$ cat src/hw/twd_defs.vh
`ifndef TWD_DEFS_VH
`define TWD_DEFS_VH

// register byte addresses
`define TWD_ADDR_CFG        8'h20
`define TWD_ADDR_PRESCALE   8'h22
`define TWD_ADDR_PRESET     8'h24
`define TWD_ADDR_CSR        8'h26
`define TWD_ADDR_WATCHDOG_RELOAD_COUNT      8'h28
`define TWD_ADDR_SERVICE    8'h2A

// watchdog_config_lock fields
`define TWD_CFG_LOCK_CFG    0
`define TWD_CFG_LOCK_PRE    1
`define TWD_CFG_LOCK_T0     2
`define TWD_CFG_LOCK_WD     3
`define TWD_CFG_WDCLK_SEL   4
`define TWD_CFG_MATCH_EN    5

// timer_zero_control_status fields
`define TWD_CSR_RESTART     0
`define TWD_CSR_TC          1
`define TWD_CSR_INTE        2
`define TWD_CSR_LTD         3
`define TWD_CSR_FRZ         4

// reset values and constants
`define TWD_PRESET_RST      16'hFFFF
`define TWD_WATCHDOG_RELOAD_COUNT_RST       8'h0F
`define TWD_SERVICE_MATCH   8'h5C

// timing
`define TWD_CLK_HZ          20000000
`define TWD_SLOW_HZ         32768
`define TWD_SLOW_DIV        (`TWD_CLK_HZ / `TWD_SLOW_HZ)
`define TWD_LTD_SLOW_CYCLES 5

`endif

$ cat src/hw/twd_prescaler.v
`timescale 1ns/1ns
`include "twd_defs.vh"

module twd_prescaler #(
    parameter SLOW_DIV = `TWD_SLOW_DIV,
    parameter DIV_W    = 10
) (
    input  wire       clk_in,
    input  wire       rst_n_in,
    input  wire [2:0] prescale_select_in,
    output reg        slow_tick_out,
    output reg        tin_tick_out
);

    localparam integer DIV_LAST_I = SLOW_DIV - 1;
    localparam [DIV_W-1:0] DIV_LAST = DIV_LAST_I[DIV_W-1:0];

    reg [DIV_W-1:0] div_cnt;
    reg [4:0]       ps_cnt;
    wire [4:0]      mask;

    // reserved codes fall back to the slowest divisor
    function [4:0] div_mask;
        input [2:0] sel;
        begin
            case (sel)
                3'd0:    div_mask = 5'h00;
                3'd1:    div_mask = 5'h01;
                3'd2:    div_mask = 5'h03;
                3'd3:    div_mask = 5'h07;
                3'd4:    div_mask = 5'h0F;
                default: div_mask = 5'h1F;
            endcase
        end
    endfunction

    assign mask = div_mask(prescale_select_in);

    always @(posedge clk_in or negedge rst_n_in) begin
        if (!rst_n_in) begin
            div_cnt       <= {DIV_W{1'b0}};
            ps_cnt        <= 5'h00;
            slow_tick_out <= 1'b0;
            tin_tick_out  <= 1'b0;
        end else if (div_cnt == DIV_LAST) begin
            div_cnt       <= {DIV_W{1'b0}};
            ps_cnt        <= ps_cnt + 5'h01;
            slow_tick_out <= 1'b1;
            tin_tick_out  <= ((ps_cnt & mask) == mask);
        end else begin
            div_cnt       <= div_cnt + {{(DIV_W-1){1'b0}}, 1'b1};
            slow_tick_out <= 1'b0;
            tin_tick_out  <= 1'b0;
        end
    end

endmodule

$ cat src/hw/twd_top.v
// What this block does
// - three-bit prescaler divides slow clock by 1..32
// - timer zero reloads preset on every underflow
// - preset resets to all ones
// - freeze stops timer zero when enabled
// - first count write starts the watchdog
// - each count write restarts the countdown
// - watchdog count resets to 0Fh
// - match byte 5Ch reloads the watchdog
// - wrong match byte raises watchdog error
// - two services in one period error
// - service writes ignored when matching disabled
// - count sets allowed periods between services
// - any watchdog error resets the device
// - restart bit self-clears after actual restart
// - zero count pulses tick, sets terminal flag
// - select bit picks tick or prescaled clock
//
// Design decisions made here: the address map and the strobed register port.
`timescale 1ns/1ns
`include "twd_defs.vh"

module twd_top #(
    parameter SLOW_DIV = `TWD_SLOW_DIV,
    parameter LTD_CNT  = `TWD_LTD_SLOW_CYCLES
) (
    input  wire        clock_in,
    input  wire        arst_n_in,
    input  wire [7:0]  addr_in,
    input  wire [15:0] wr_data_in,
    input  wire        wr_in,
    input  wire        rd_in,
    input  wire        freeze_in,
    output reg  [15:0] rd_data_out,
    output reg         tick_out,
    output reg         irq_out,
    output reg         wd_reset_out
);

    // reset release
    reg rst_meta;
    reg rst_n;

    always @(posedge clock_in or negedge arst_n_in) begin
        if (!arst_n_in) begin
            rst_meta <= 1'b0;
            rst_n    <= 1'b0;
        end else begin
            rst_meta <= 1'b1;
            rst_n    <= rst_meta;
        end
    end

    // register state
    reg  [3:0]  lock;
    reg         watchdog_clock_select;
    reg         match_service_enable;
    reg  [2:0]  prescale_select;
    reg  [15:0] timer_zero_preset;
    reg         restart_req;
    reg         terminal_count_flag;
    reg         tick_interrupt_enable;
    reg         freeze_timer_enable;
    reg  [7:0]  watchdog_reload_count;

    // timer and watchdog state
    reg  [15:0] t0_cnt;
    reg         t0_tick_evt;
    reg         wd_run;
    reg  [7:0]  wd_cnt;
    reg         svc_seen;
    reg  [2:0]  ltd_cnt;
    wire        last_touch_delay;
    wire        slow_tick;
    wire        timer_input_clock;

    function hit;
        input [7:0] a;
        input [7:0] target;
        begin
            hit = (a == target);
        end
    endfunction

    // one-hot register select, shared by the write and clear paths
    reg         sel_cfg;
    reg         sel_pre;
    reg         sel_pset;
    reg         sel_csr;
    reg         sel_wdc;
    reg         sel_svc;

    always @* begin
        sel_cfg  = 1'b0;
        sel_pre  = 1'b0;
        sel_pset = 1'b0;
        sel_csr  = 1'b0;
        sel_wdc  = 1'b0;
        sel_svc  = 1'b0;
        if (hit(addr_in, `TWD_ADDR_CFG)) begin
            sel_cfg = 1'b1;
        end else if (hit(addr_in, `TWD_ADDR_PRESCALE)) begin
            sel_pre = 1'b1;
        end else if (hit(addr_in, `TWD_ADDR_PRESET)) begin
            sel_pset = 1'b1;
        end else if (hit(addr_in, `TWD_ADDR_CSR)) begin
            sel_csr = 1'b1;
        end else if (hit(addr_in, `TWD_ADDR_WATCHDOG_RELOAD_COUNT)) begin
            sel_wdc = 1'b1;
        end else if (hit(addr_in, `TWD_ADDR_SERVICE)) begin
            sel_svc = 1'b1;
        end
    end

    wire wr_cfg  = wr_in && sel_cfg && !lock[`TWD_CFG_LOCK_CFG];
    wire wr_pre  = wr_in && sel_pre && !lock[`TWD_CFG_LOCK_PRE];
    wire wr_pset = wr_in && sel_pset && !lock[`TWD_CFG_LOCK_T0];
    wire wr_csr  = wr_in && sel_csr && !lock[`TWD_CFG_LOCK_T0];
    wire wr_wdc  = wr_in && sel_wdc && !lock[`TWD_CFG_LOCK_WD];
    wire wr_svc  = wr_in && sel_svc;
    wire rd_csr  = rd_in && sel_csr && !lock[`TWD_CFG_LOCK_T0];

    twd_prescaler #(
        .SLOW_DIV (SLOW_DIV)
    ) u_prescaler (
        .clk_in             (clock_in),
        .rst_n_in           (rst_n),
        .prescale_select_in (prescale_select),
        .slow_tick_out      (slow_tick),
        .tin_tick_out       (timer_input_clock)
    );

    // configuration: lock bits only ever accumulate until reset
    always @(posedge clock_in or negedge rst_n) begin
        if (!rst_n) begin
            lock                  <= 4'h0;
            watchdog_clock_select <= 1'b0;
            match_service_enable  <= 1'b0;
        end else if (wr_cfg) begin
            lock                  <= lock | wr_data_in[3:0];
            watchdog_clock_select <= wr_data_in[`TWD_CFG_WDCLK_SEL];
            match_service_enable  <= wr_data_in[`TWD_CFG_MATCH_EN];
        end
    end

    always @(posedge clock_in or negedge rst_n) begin
        if (!rst_n) begin
            prescale_select <= 3'h0;
        end else if (wr_pre) begin
            prescale_select <= wr_data_in[2:0];
        end
    end

    // a new preset takes effect only at the next reload
    always @(posedge clock_in or negedge rst_n) begin
        if (!rst_n) begin
            timer_zero_preset <= `TWD_PRESET_RST;
        end else if (wr_pset) begin
            timer_zero_preset <= wr_data_in;
        end
    end

    always @(posedge clock_in or negedge rst_n) begin
        if (!rst_n) begin
            tick_interrupt_enable <= 1'b0;
            freeze_timer_enable   <= 1'b0;
        end else if (wr_csr) begin
            tick_interrupt_enable <= wr_data_in[`TWD_CSR_INTE];
            freeze_timer_enable   <= wr_data_in[`TWD_CSR_FRZ];
        end
    end

    // timer zero
    wire t0_run  = !(freeze_in && freeze_timer_enable);
    wire t0_step = timer_input_clock && t0_run;

    always @(posedge clock_in or negedge rst_n) begin
        if (!rst_n) begin
            t0_cnt      <= `TWD_PRESET_RST;
            tick_out    <= 1'b0;
            t0_tick_evt <= 1'b0;
        end else begin
            t0_tick_evt <= 1'b0;
            if (t0_step) begin
                if (restart_req) begin
                    t0_cnt   <= timer_zero_preset;
                    tick_out <= 1'b0;
                end else if (t0_cnt == 16'h0001) begin
                    t0_cnt      <= 16'h0000;
                    tick_out    <= 1'b1;
                    t0_tick_evt <= 1'b1;
                end else if (t0_cnt == 16'h0000) begin
                    t0_cnt   <= timer_zero_preset;
                    tick_out <= 1'b0;
                end else begin
                    t0_cnt   <= t0_cnt - 16'h0001;
                    tick_out <= 1'b0;
                end
            end
        end
    end

    // a fresh request wins over the self-clear in the same cycle
    always @(posedge clock_in or negedge rst_n) begin
        if (!rst_n) begin
            restart_req <= 1'b0;
        end else if (wr_csr && wr_data_in[`TWD_CSR_RESTART]) begin
            restart_req <= 1'b1;
        end else if (t0_step && restart_req) begin
            restart_req <= 1'b0;
        end
    end

    // set beats the read-clear; writes to the flag are ignored
    always @(posedge clock_in or negedge rst_n) begin
        if (!rst_n) begin
            terminal_count_flag <= 1'b0;
        end else if (t0_tick_evt) begin
            terminal_count_flag <= 1'b1;
        end else if (rd_csr) begin
            terminal_count_flag <= 1'b0;
        end
    end

    always @(posedge clock_in or negedge rst_n) begin
        if (!rst_n) begin
            irq_out <= 1'b0;
        end else begin
            irq_out <= t0_tick_evt && tick_interrupt_enable;
        end
    end

    // watchdog always halts in freeze, whatever the timer does
    wire wd_src  = watchdog_clock_select ? timer_input_clock : t0_tick_evt;
    wire wd_evt  = wd_src && !freeze_in && wd_run;
    wire svc_ok  = wr_svc && match_service_enable
                   && (wr_data_in[7:0] == `TWD_SERVICE_MATCH) && !svc_seen;
    wire svc_bad = wr_svc && match_service_enable
                   && ((wr_data_in[7:0] != `TWD_SERVICE_MATCH) || svc_seen);

    always @(posedge clock_in or negedge rst_n) begin
        if (!rst_n) begin
            watchdog_reload_count <= `TWD_WATCHDOG_RELOAD_COUNT_RST;
        end else if (wr_wdc) begin
            watchdog_reload_count <= wr_data_in[7:0];
        end
    end

    always @(posedge clock_in or negedge rst_n) begin
        if (!rst_n) begin
            wd_run   <= 1'b0;
            wd_cnt   <= `TWD_WATCHDOG_RELOAD_COUNT_RST;
            svc_seen <= 1'b0;
        end else if (wr_wdc) begin
            wd_run   <= 1'b1;
            wd_cnt   <= wr_data_in[7:0];
            svc_seen <= 1'b0;
        end else if (svc_ok) begin
            wd_run   <= 1'b1;
            wd_cnt   <= watchdog_reload_count;
            svc_seen <= 1'b1;
        end else if (wd_evt) begin
            svc_seen <= 1'b0;
            if (wd_cnt != 8'h00) begin
                wd_cnt <= wd_cnt - 8'h01;
            end
        end
    end

    // the error is held; the whole device, this block included, resets
    wire wd_late = wd_evt && !wr_wdc && !svc_ok && (wd_cnt == 8'h00);

    always @(posedge clock_in or negedge rst_n) begin
        if (!rst_n) begin
            wd_reset_out <= 1'b0;
        end else if (wd_late || svc_bad) begin
            wd_reset_out <= 1'b1;
        end
    end
    // service writes with matching disabled fall through every branch above

    // delay flag spans a few slow-clock periods after a watchdog write
    always @(posedge clock_in or negedge rst_n) begin
        if (!rst_n) begin
            ltd_cnt <= 3'h0;
        end else if (wr_wdc || (wr_svc && match_service_enable)) begin
            ltd_cnt <= LTD_CNT[2:0];
        end else if (slow_tick && (ltd_cnt != 3'h0)) begin
            ltd_cnt <= ltd_cnt - 3'h1;
        end
    end

    assign last_touch_delay = (ltd_cnt != 3'h0);

    // read port; locked and write-only registers read zero
    reg [15:0] next_rd_data;

    always @* begin
        next_rd_data = 16'h0000;
        if (!rd_in) begin
            next_rd_data = 16'h0000;
        end else if (hit(addr_in, `TWD_ADDR_CFG)) begin
            if (!lock[`TWD_CFG_LOCK_CFG]) begin
                next_rd_data = {10'h000, match_service_enable,
                                watchdog_clock_select, lock};
            end
        end else if (hit(addr_in, `TWD_ADDR_PRESCALE)) begin
            if (!lock[`TWD_CFG_LOCK_PRE]) begin
                next_rd_data = {13'h0000, prescale_select};
            end
        end else if (hit(addr_in, `TWD_ADDR_PRESET)) begin
            if (!lock[`TWD_CFG_LOCK_T0]) begin
                next_rd_data = timer_zero_preset;
            end
        end else if (hit(addr_in, `TWD_ADDR_CSR)) begin
            if (!lock[`TWD_CFG_LOCK_T0]) begin
                next_rd_data = {11'h000, freeze_timer_enable, last_touch_delay,
                                tick_interrupt_enable, terminal_count_flag,
                                restart_req};
            end
        end
    end

    always @(posedge clock_in or negedge rst_n) begin
        if (!rst_n) begin
            rd_data_out <= 16'h0000;
        end else begin
            rd_data_out <= next_rd_data;
        end
    end

endmodule

$ cat config.mk
export PLATFORM = sky130hd
export DESIGN_NAME = twd_top
export DESIGN_NICKNAME = d
export VERILOG_FILES = /design/src/hw/twd_prescaler.v /design/src/hw/twd_top.v
export VERILOG_INCLUDE_DIRS = /design/src /design/src/hw
export SDC_FILE = /design/constraint.sdc
export NUM_CORES = 1
export LEC_CHECK = 0
export BUFFER_PORTS_ARGS = -buffer_cell sky130_fd_sc_hd__buf_4
export CAP_MARGIN = 20
export CORE_MARGIN = 3
export CORE_UTILIZATION = 39
export CTS_BUF_LIST = sky130_fd_sc_hd__clkbuf_4 sky130_fd_sc_hd__clkbuf_8 sky130_fd_sc_hd__clkbuf_16
export DETAILED_ROUTE_END_ITERATION = 16
export GPL_TIMING_DRIVEN = 0
export PLACE_DENSITY = 0.55
export SLEW_MARGIN = 10
export SYNTH_ARGS = -nofsm -noshare
export SYNTH_HDL_FRONTEND = slang
export SYNTH_SLANG_ARGS = --single-unit
$ cat constraint.sdc
create_clock -name clock_in -period 3.85 [get_ports clock_in]
set_clock_uncertainty 0.05 [all_clocks]
set_input_delay 0.385 -clock clock_in [delete_from_list [all_inputs] [get_ports clock_in]]
set_output_delay 0.385 -clock clock_in [all_outputs]
set_load 0.01 [all_outputs]
==> results of run 1 <==
[cells by family (layout without fill, tap and decap cells)]
logic type	after synthesis	after routing	share of synthesized area, %
DFF	105	105	52.2
xor gates and xnor gates	17	17	2.90
other	1	1	0.0732
AOI/OAI and AO/OA	84	84	11.2
buffers and inverters	35	98	2.64
muxes	49	49	10.5
adders and majority gates	9	9	2.20
and+or+nand+nor	164	164	18.3
[worst max-delay path by stage]
stage,from,to,cells past startpoint
after floorplan,rst_n,freeze_timer_enable,0
after global placement,rst_n,u_prescaler.ps_cnt[3],0
after detailed placement,addr_in[4],wd_cnt[5],5
after CTS,t0_cnt[4],t0_cnt[10],6
after global routing,t0_cnt[4],t0_cnt[10],6
final,t0_cnt[4],t0_cnt[10],6
[per-stage QoR]
step                      util (%)  hold WS [ns]
after floorplan                  -        0.0394
after global placement        44.6         0.118
after detailed placement      44.9         0.119
after CTS                     47.2         0.200
after global routing          47.2         0.202
final                         47.2         0.209
[placed cells by master (no fill, tap or decap), types with 3 or more instances in the layout]
cell / count
clkbuf_1: 14
a2bb2oi_1: 3
ha_1: 9
and3_1: 4
dfrtp_1: 64
nand4_1: 8
a21boi_0: 4
dfstp_2: 40
nor4_1: 14
and2_1: 16
nor2_1: 30
inv_1: 18
clkbuf_16: 9
nor2b_1: 6
a21oi_1: 9
nor3_1: 11
nand3b_1: 4
xnor2_1: 11
o21ai_0: 28
xor2_1: 6
or3_1: 3
mux2_2: 36
o2bb2ai_1: 6
or4_1: 8
a21o_1: 7
buf_4: 45
nand2_1: 27
nor3b_1: 3
a22oi_1: 3
nand3_1: 13
mux2i_1: 12
[cell type report]
class	instances	area, µm²
Timing Repair Buffer	47	375
Sequential cell	105	2680
Fill cell	1238	6710
Inverter	18	67.6
Clock inverter	3	22.5
Tap cell	172	215
Multi-Input combinational cell	324	2310
Clock buffer	13	268
Buffer	17	67.6
[cell usage after synthesis (11+ instances only)]
| cell type | number | share of area, % |
|---|---|---|
| nor4_1 | 14 | 1.7 |
| nand3_1 | 13 | 1.3 |
| nor3_1 | 11 | 1.1 |
| mux2_2 | 36 | 7.9 |
| clkbuf_1 | 14 | 1.0 |
| inv_1 | 18 | 1.3 |
| o21ai_0 | 28 | 2.7 |
| nor2_1 | 30 | 2.2 |
| nand2_1 | 27 | 2.0 |
| dfrtp_1 | 65 | 32 |
| dfstp_2 | 40 | 21 |
| and2_1 | 16 | 2.0 |
| mux2i_1 | 12 | 2.3 |
| xnor2_1 | 11 | 1.9 |
[metal layers]
layer / vias up / track usage, % / routed length (µm)
met2: 69 / 25.7 / 5250
met3: 11 / 4.16 / 423
met5: - / 0 / 0
met1: 1899 / 24.4 / 5760
met4: 0 / 4.96 / 163
li1: 1804 / - / -
[repair_timing]
item	in CTS	in global routing
hold buffers	1	0
endpoints found under the hold margin	2	0
setup endpoints to repair	0	0
[worst max-delay path, cell delays in order, from the launching register on]
cell and delay [ns]:
dfstp_2 0.36, clkbuf_1 0.17, nor4_1 0.56, nand4_1 0.39, o21ai_1 0.64, nor3b_1 0.11, a211o_1 0.29
[power by group through the flow]
stage	combinational [mW]	clock (mW)	sequential [mW]
6_report	0.100	0.897	1.16
3_3_place_gp	0.0842	0	1.19
5_1_grt	0.112	0.973	1.17
3_5_place_dp	0.101	0	1.18
2_1_floorplan	0.0462	0	1.18
4_1_cts	0.102	0.935	1.16
[sequential cells by signal (all words and copies together), names as in the netlist, 3 cells and up]
signal	count
lock	4
rd_data_out	16
prescale_select	3
wd_cnt	8
watchdog_reload_count	8
u_prescaler.div_cnt	10
t0_cnt	16
timer_zero_preset	16
ltd_cnt	3
u_prescaler.ps_cnt	5
==> results.md, run 1 <==
* Status: complete, no violations
* Vias in the first global route at 3,801
* Max-cap violations at 0
* Layout cells sized above 1 at ~29%
* Die Wd at 121 µm
* Register share of total power at roughly 54%
* CP Class: register to register
* Sink Count at between 100 and 150
* Inserted Clock Buffers at 9
* DRC Markers at 0
* Kind of start point of the critical path: register
* Pint at 1.68 mW
* Postcts setup bufs at 0
* Initial antenna violation count at 0
* Initial Util at 40.3%
* Hold depth at 2
* Nets@finish at 560
* Hold EP: timer_zero_preset[13]
* Post-synth ARST share at 100%
* Final slew viol count at 0
* Worst Max-Slew Pin Slew at 0.884 ns
* Num ports at 48
* Clk buf depth at 2
* Req. time, crit path at between 4 and 5 ns
* Critical path peak fanout at 9
* Power per cell area at 359 nW/µm²
* Final WL at 11.6 mm
* Clock power share at about two fifths
* Post-Synthesis Cells at 464
* Syn_nets at 502
* Crit path DAT at 2.86 ns
* HP Class: input port to register
* Critical R2R Launch: t0_cnt[4]
* Core area at 12,700 µm²
* All-Layer GR Usage at 17.0%
* Final Hold Vio Count at 0
* Post-Syn Area at 5130 µm²
* Endpoints failing setup at 0
* Gpl congestion at just under 0.9
* Flop and latch count out of synthesis at 105
* NetSw at ~0.48 mW
* Full die area at roughly 15,000 µm²
* CP endpoint kind: register
* Min-delay src: wr_data_in[13]
* Synth Warn # at 0
* Reg2reg setup slack at 1.21 ns
* Fin worst setup slack at 1.21 ns
* Fin crit share at roughly 69%
* IO Port Bufs at 45
* Clock transition at path regs at 0.07 ns
* Maximum number of pins on one net before global-route repair at 54
* Setup tns final at 0 ns
* Vias per cell at 5.41
* Non-Filler Instances at 699
* Total Power at 2.16 mW
* Peak VDD IR at approximately 0.21 mV
* ANT cells at 0
* DR vias at 3,783
* DP Area at between 5000 and 6000 µm²
* Final HPWL DP at 8.36 mm
* 1st-iter DRT viols at 220
* Worst-Skew Late Latency at 0.35 ns
* TritonCTS clock tree: done
* Drt wl/cell at 16.6 µm
* Leak at 2.72 nW
* FP Rows at 41
* H-tree depth at 3
* Root Driver: clkbuf_16
* Ys flop type: dfrtp_1
* Netlist cell types at 65
* Global-route wire length before repair at 19.7 mm
* P&R area growth vs syn at 17.3%
* Crit Reg-Reg Endpoint: t0_cnt[10]
* Combinational power share at 4.6%
* Final ANT Viol Nets at 0
* Min cycle time layout at 2.64 ns
* Seq/Total Area, Yosys at 52.2%
* DRT Pass-1 Iters at 4
* Placed cell count at around 680
* Final instance area at around 6000 µm²
* Pre-CTS setup slack at about 1.0 ns
* Reg2reg path depth at 6
* Max_slew headroom at 40.2%
* Switching Fraction at between 20% and 30%
* GRT overflow at 0
* Cts repair resizes at 0
* Avg Cell Area, Syn at 11.0 µm²
* Post-synth EDFFs at 0
* Max Clk Rate at 379 MHz
* Die Y-Extent at 121 µm
* RSZ-0062 raised after global routing: false
Power figures use the tool's default switching activity.
==> run 2: changes to the inputs <==
==> constraint.sdc (replaced) <==
create_clock -name clock_in -period 2.5 [get_ports clock_in]
set_clock_uncertainty 0.05 [all_clocks]
set_input_delay 0.25 -clock clock_in [delete_from_list [all_inputs] [get_ports clock_in]]
set_output_delay 0.25 -clock clock_in [all_outputs]
set_load 0.01 [all_outputs]
==> run 2 against run 1 <==
  * Sequential cell count did not move
  * Cell count is 0.14% higher
  * Final area increased by 1.1%
  * Critical path depth decreased by 1
  * Power grew 55%
  * Hold slack lost 0.14 ns
  * Setup slack lost 1.1 ns
  * Sequential share of layout area is 0.47 points lower
  * Combinational power grew 55%
  * Core utilization is 0.50 points higher
  * Critical path type is now input port to register
  * Critical endpoint is now wd_cnt[5]
  * Largest power group unchanged
==> results.md, run 2 (same netlist as run 1, synthesis figures left out) <==
* Maximum number of pins on one net before global-route repair at 60
* Kind of start point of the critical path: input port
* Most frequent cells in the layout: 64 x dfrtp_1, 46 x buf_4, 40 x dfstp_2, 36 x mux2_2, 30 x nor2_1
* Gpl congestion at between 0.8 and 0.9
* IO Port Bufs at 45
* Status: complete, no violations
* Final slew viol count at 0
* Core area at around 13,000 µm²
* Kind of cell adding the most delay to the critical path: simple AND/OR/NAND/NOR gates
* Num ports at 48
* Initial antenna violation count at 0
* Worst-Skew Late Latency at approximately 0.36 ns
* Fill count at 1,202
* Hold WS at just over 0.07 ns
* Sink Count at 105
* All-Layer GR Usage at 17.2%
* Min cycle time layout at approximately 2.4 ns
* CP Buf/Inv Count at 1
* Power per cell area at 552 nW/µm²
* Vias per cell at 5.34
* CP Cell Sequence: buf_4 -> nor4b_1 -> nand4_1 -> mux2_2 -> mux2_2
* Critical R2R Launch: t0_cnt[4]
* 1st-iter DRT viols at 195
* Global-route wire length before repair at 19.8 mm
* ANT cells at 0
* Max_slew headroom at roughly two fifths
* GRT overflow at 0
* Inserted Clock Buffers at 9
* Max-cap violations at 0
* TritonCTS clock tree: done
* Endpoints failing setup at 0
* Slowest CP cell: nor4b_1
* Layout cells sized above 1 at 29.9%
* Full die area at roughly 15,000 µm²
* Root Driver: clkbuf_16
* Largest registers: rd_data_out x16, t0_cnt x16, timer_zero_preset x16
* H-tree depth at 3
* DR vias at 3,741
* P&R area growth vs syn at 18.5%
* Drt wl/cell at 16.8 µm
* Fin crit share at 94.6%
* Clk buf depth at 2
* Die Wd at ~120 µm
* Crit. Startpoint: addr_in[4]
* Nets@finish at 561
* Commonest non-fill, non-tap cell in the layout: dfrtp_1
* Clock transition at path regs at 0.07 ns
* Vias in the first global route at 3,860
* Final Hold Vio Count at 0
* Final instance area at 6070 µm²
* Initial Util at 40.3%
* Final WL at 11.8 mm
* Worst Max-Slew Pin Slew at 0.876 ns
* Die Y-Extent at 121 µm
* RSZ-0062 raised after global routing: false
* Max Clk Rate at 423 MHz
* Final ANT Viol Nets at 0
* CP endpoint kind: register
* FP Rows at 41
* DRT Pass-1 Iters at 4
* Crit path DAT at approximately 2.6 ns
* Most frequent cell on the critical path: mux2_2
* Critical path peak fanout at 10
* Leak at 2.72 nW
* DP Area at 5710 µm²
* FF/Latch Area at 2680 µm²
* Min-delay src: wr_data_in[9]
* Area of the multi-input gates at 2360 µm²
* CP Class: input port to register
* Critical Path Max Stage Delay at 0.77 ns
* Final HPWL DP at about 8.4 mm
* Req. time, crit path at 2.69 ns
* HP Class: input port to register
* Peak VDD IR at around 0.32 mV
* DRC Markers at 0
[run 2: cell count changes in the layout (fill, tap and decap cells not counted), moves of 2 or more]
cell | previous run | this run
nor4_1 | 14 | 12
nor4_2 | 0 | 2
clkinvlp_4 | 0 | 2
clkbuf_8 | 2 | 0
[run 2: path summary, 6_finish.rpt]
check	endpoint	slack (ns)	cells after the start
max in group asynchronous	wd_cnt[1]	1.36	1
max	wd_cnt[5]	0.14	5
min in group asynchronous	rst_n	0.16	2
max reg2reg	t0_cnt[0]	0.14	7
min	timer_zero_preset[9]	0.07	2
min reg2reg	rd_data_out[7]	0.30	0
[run 2: area by class of cell]
type / count / area share (%)
buffer: 17 / 1.17
clock buffer: 11 / 4.24
clock inverter: 5 / 0.618
inverter: 18 / 1.11
multi-input combinational: 324 / 38.9
sequential: 105 / 44.1
tap: 172 / 3.54
timing repair buffer: 48 / 6.30
[run 2: power breakdown]
part,switching (mW),internal (mW)
logic,0.0781,0.0771
clock network,0.661,0.752
registers,0.0402,1.75
[run 2: through the flow]
stage                     TNS (ns)  instances  power, mW  util, %  setup slack, ns
after floorplan                  0        464       1.89        -            0.331
after global placement       -1.66        681       1.96     44.6           -0.156
after detailed placement     -2.42        682       1.97     44.9           -0.180
after CTS                        0        699       3.40     47.4           0.0362
after global routing             0        700       3.50     47.7          0.00759
final                            0        700       3.35     47.7            0.136
[run 2: routing by layer]
layer  GRT usage (%)  vias to the layer above  share of wire, %
met5               0                        -                 0
met4            7.22                        0               2.0
met3            2.53                       15               3.5
met2            26.3                       83                46
met1            24.6                     1832                49
li1                -                     1811                 -
[run 2: what timing repair did]
| action | CTS | global route |
|---|---|---|
| buffers inserted | 0 | 1 |
| endpoints found under the hold margin | 2 | 0 |
| gates resized for setup | 4 | 7 |
| pin swaps | 0 | 1 |
| hold buffers | 1 | 0 |
| setup endpoints to repair | 11 | 11 |
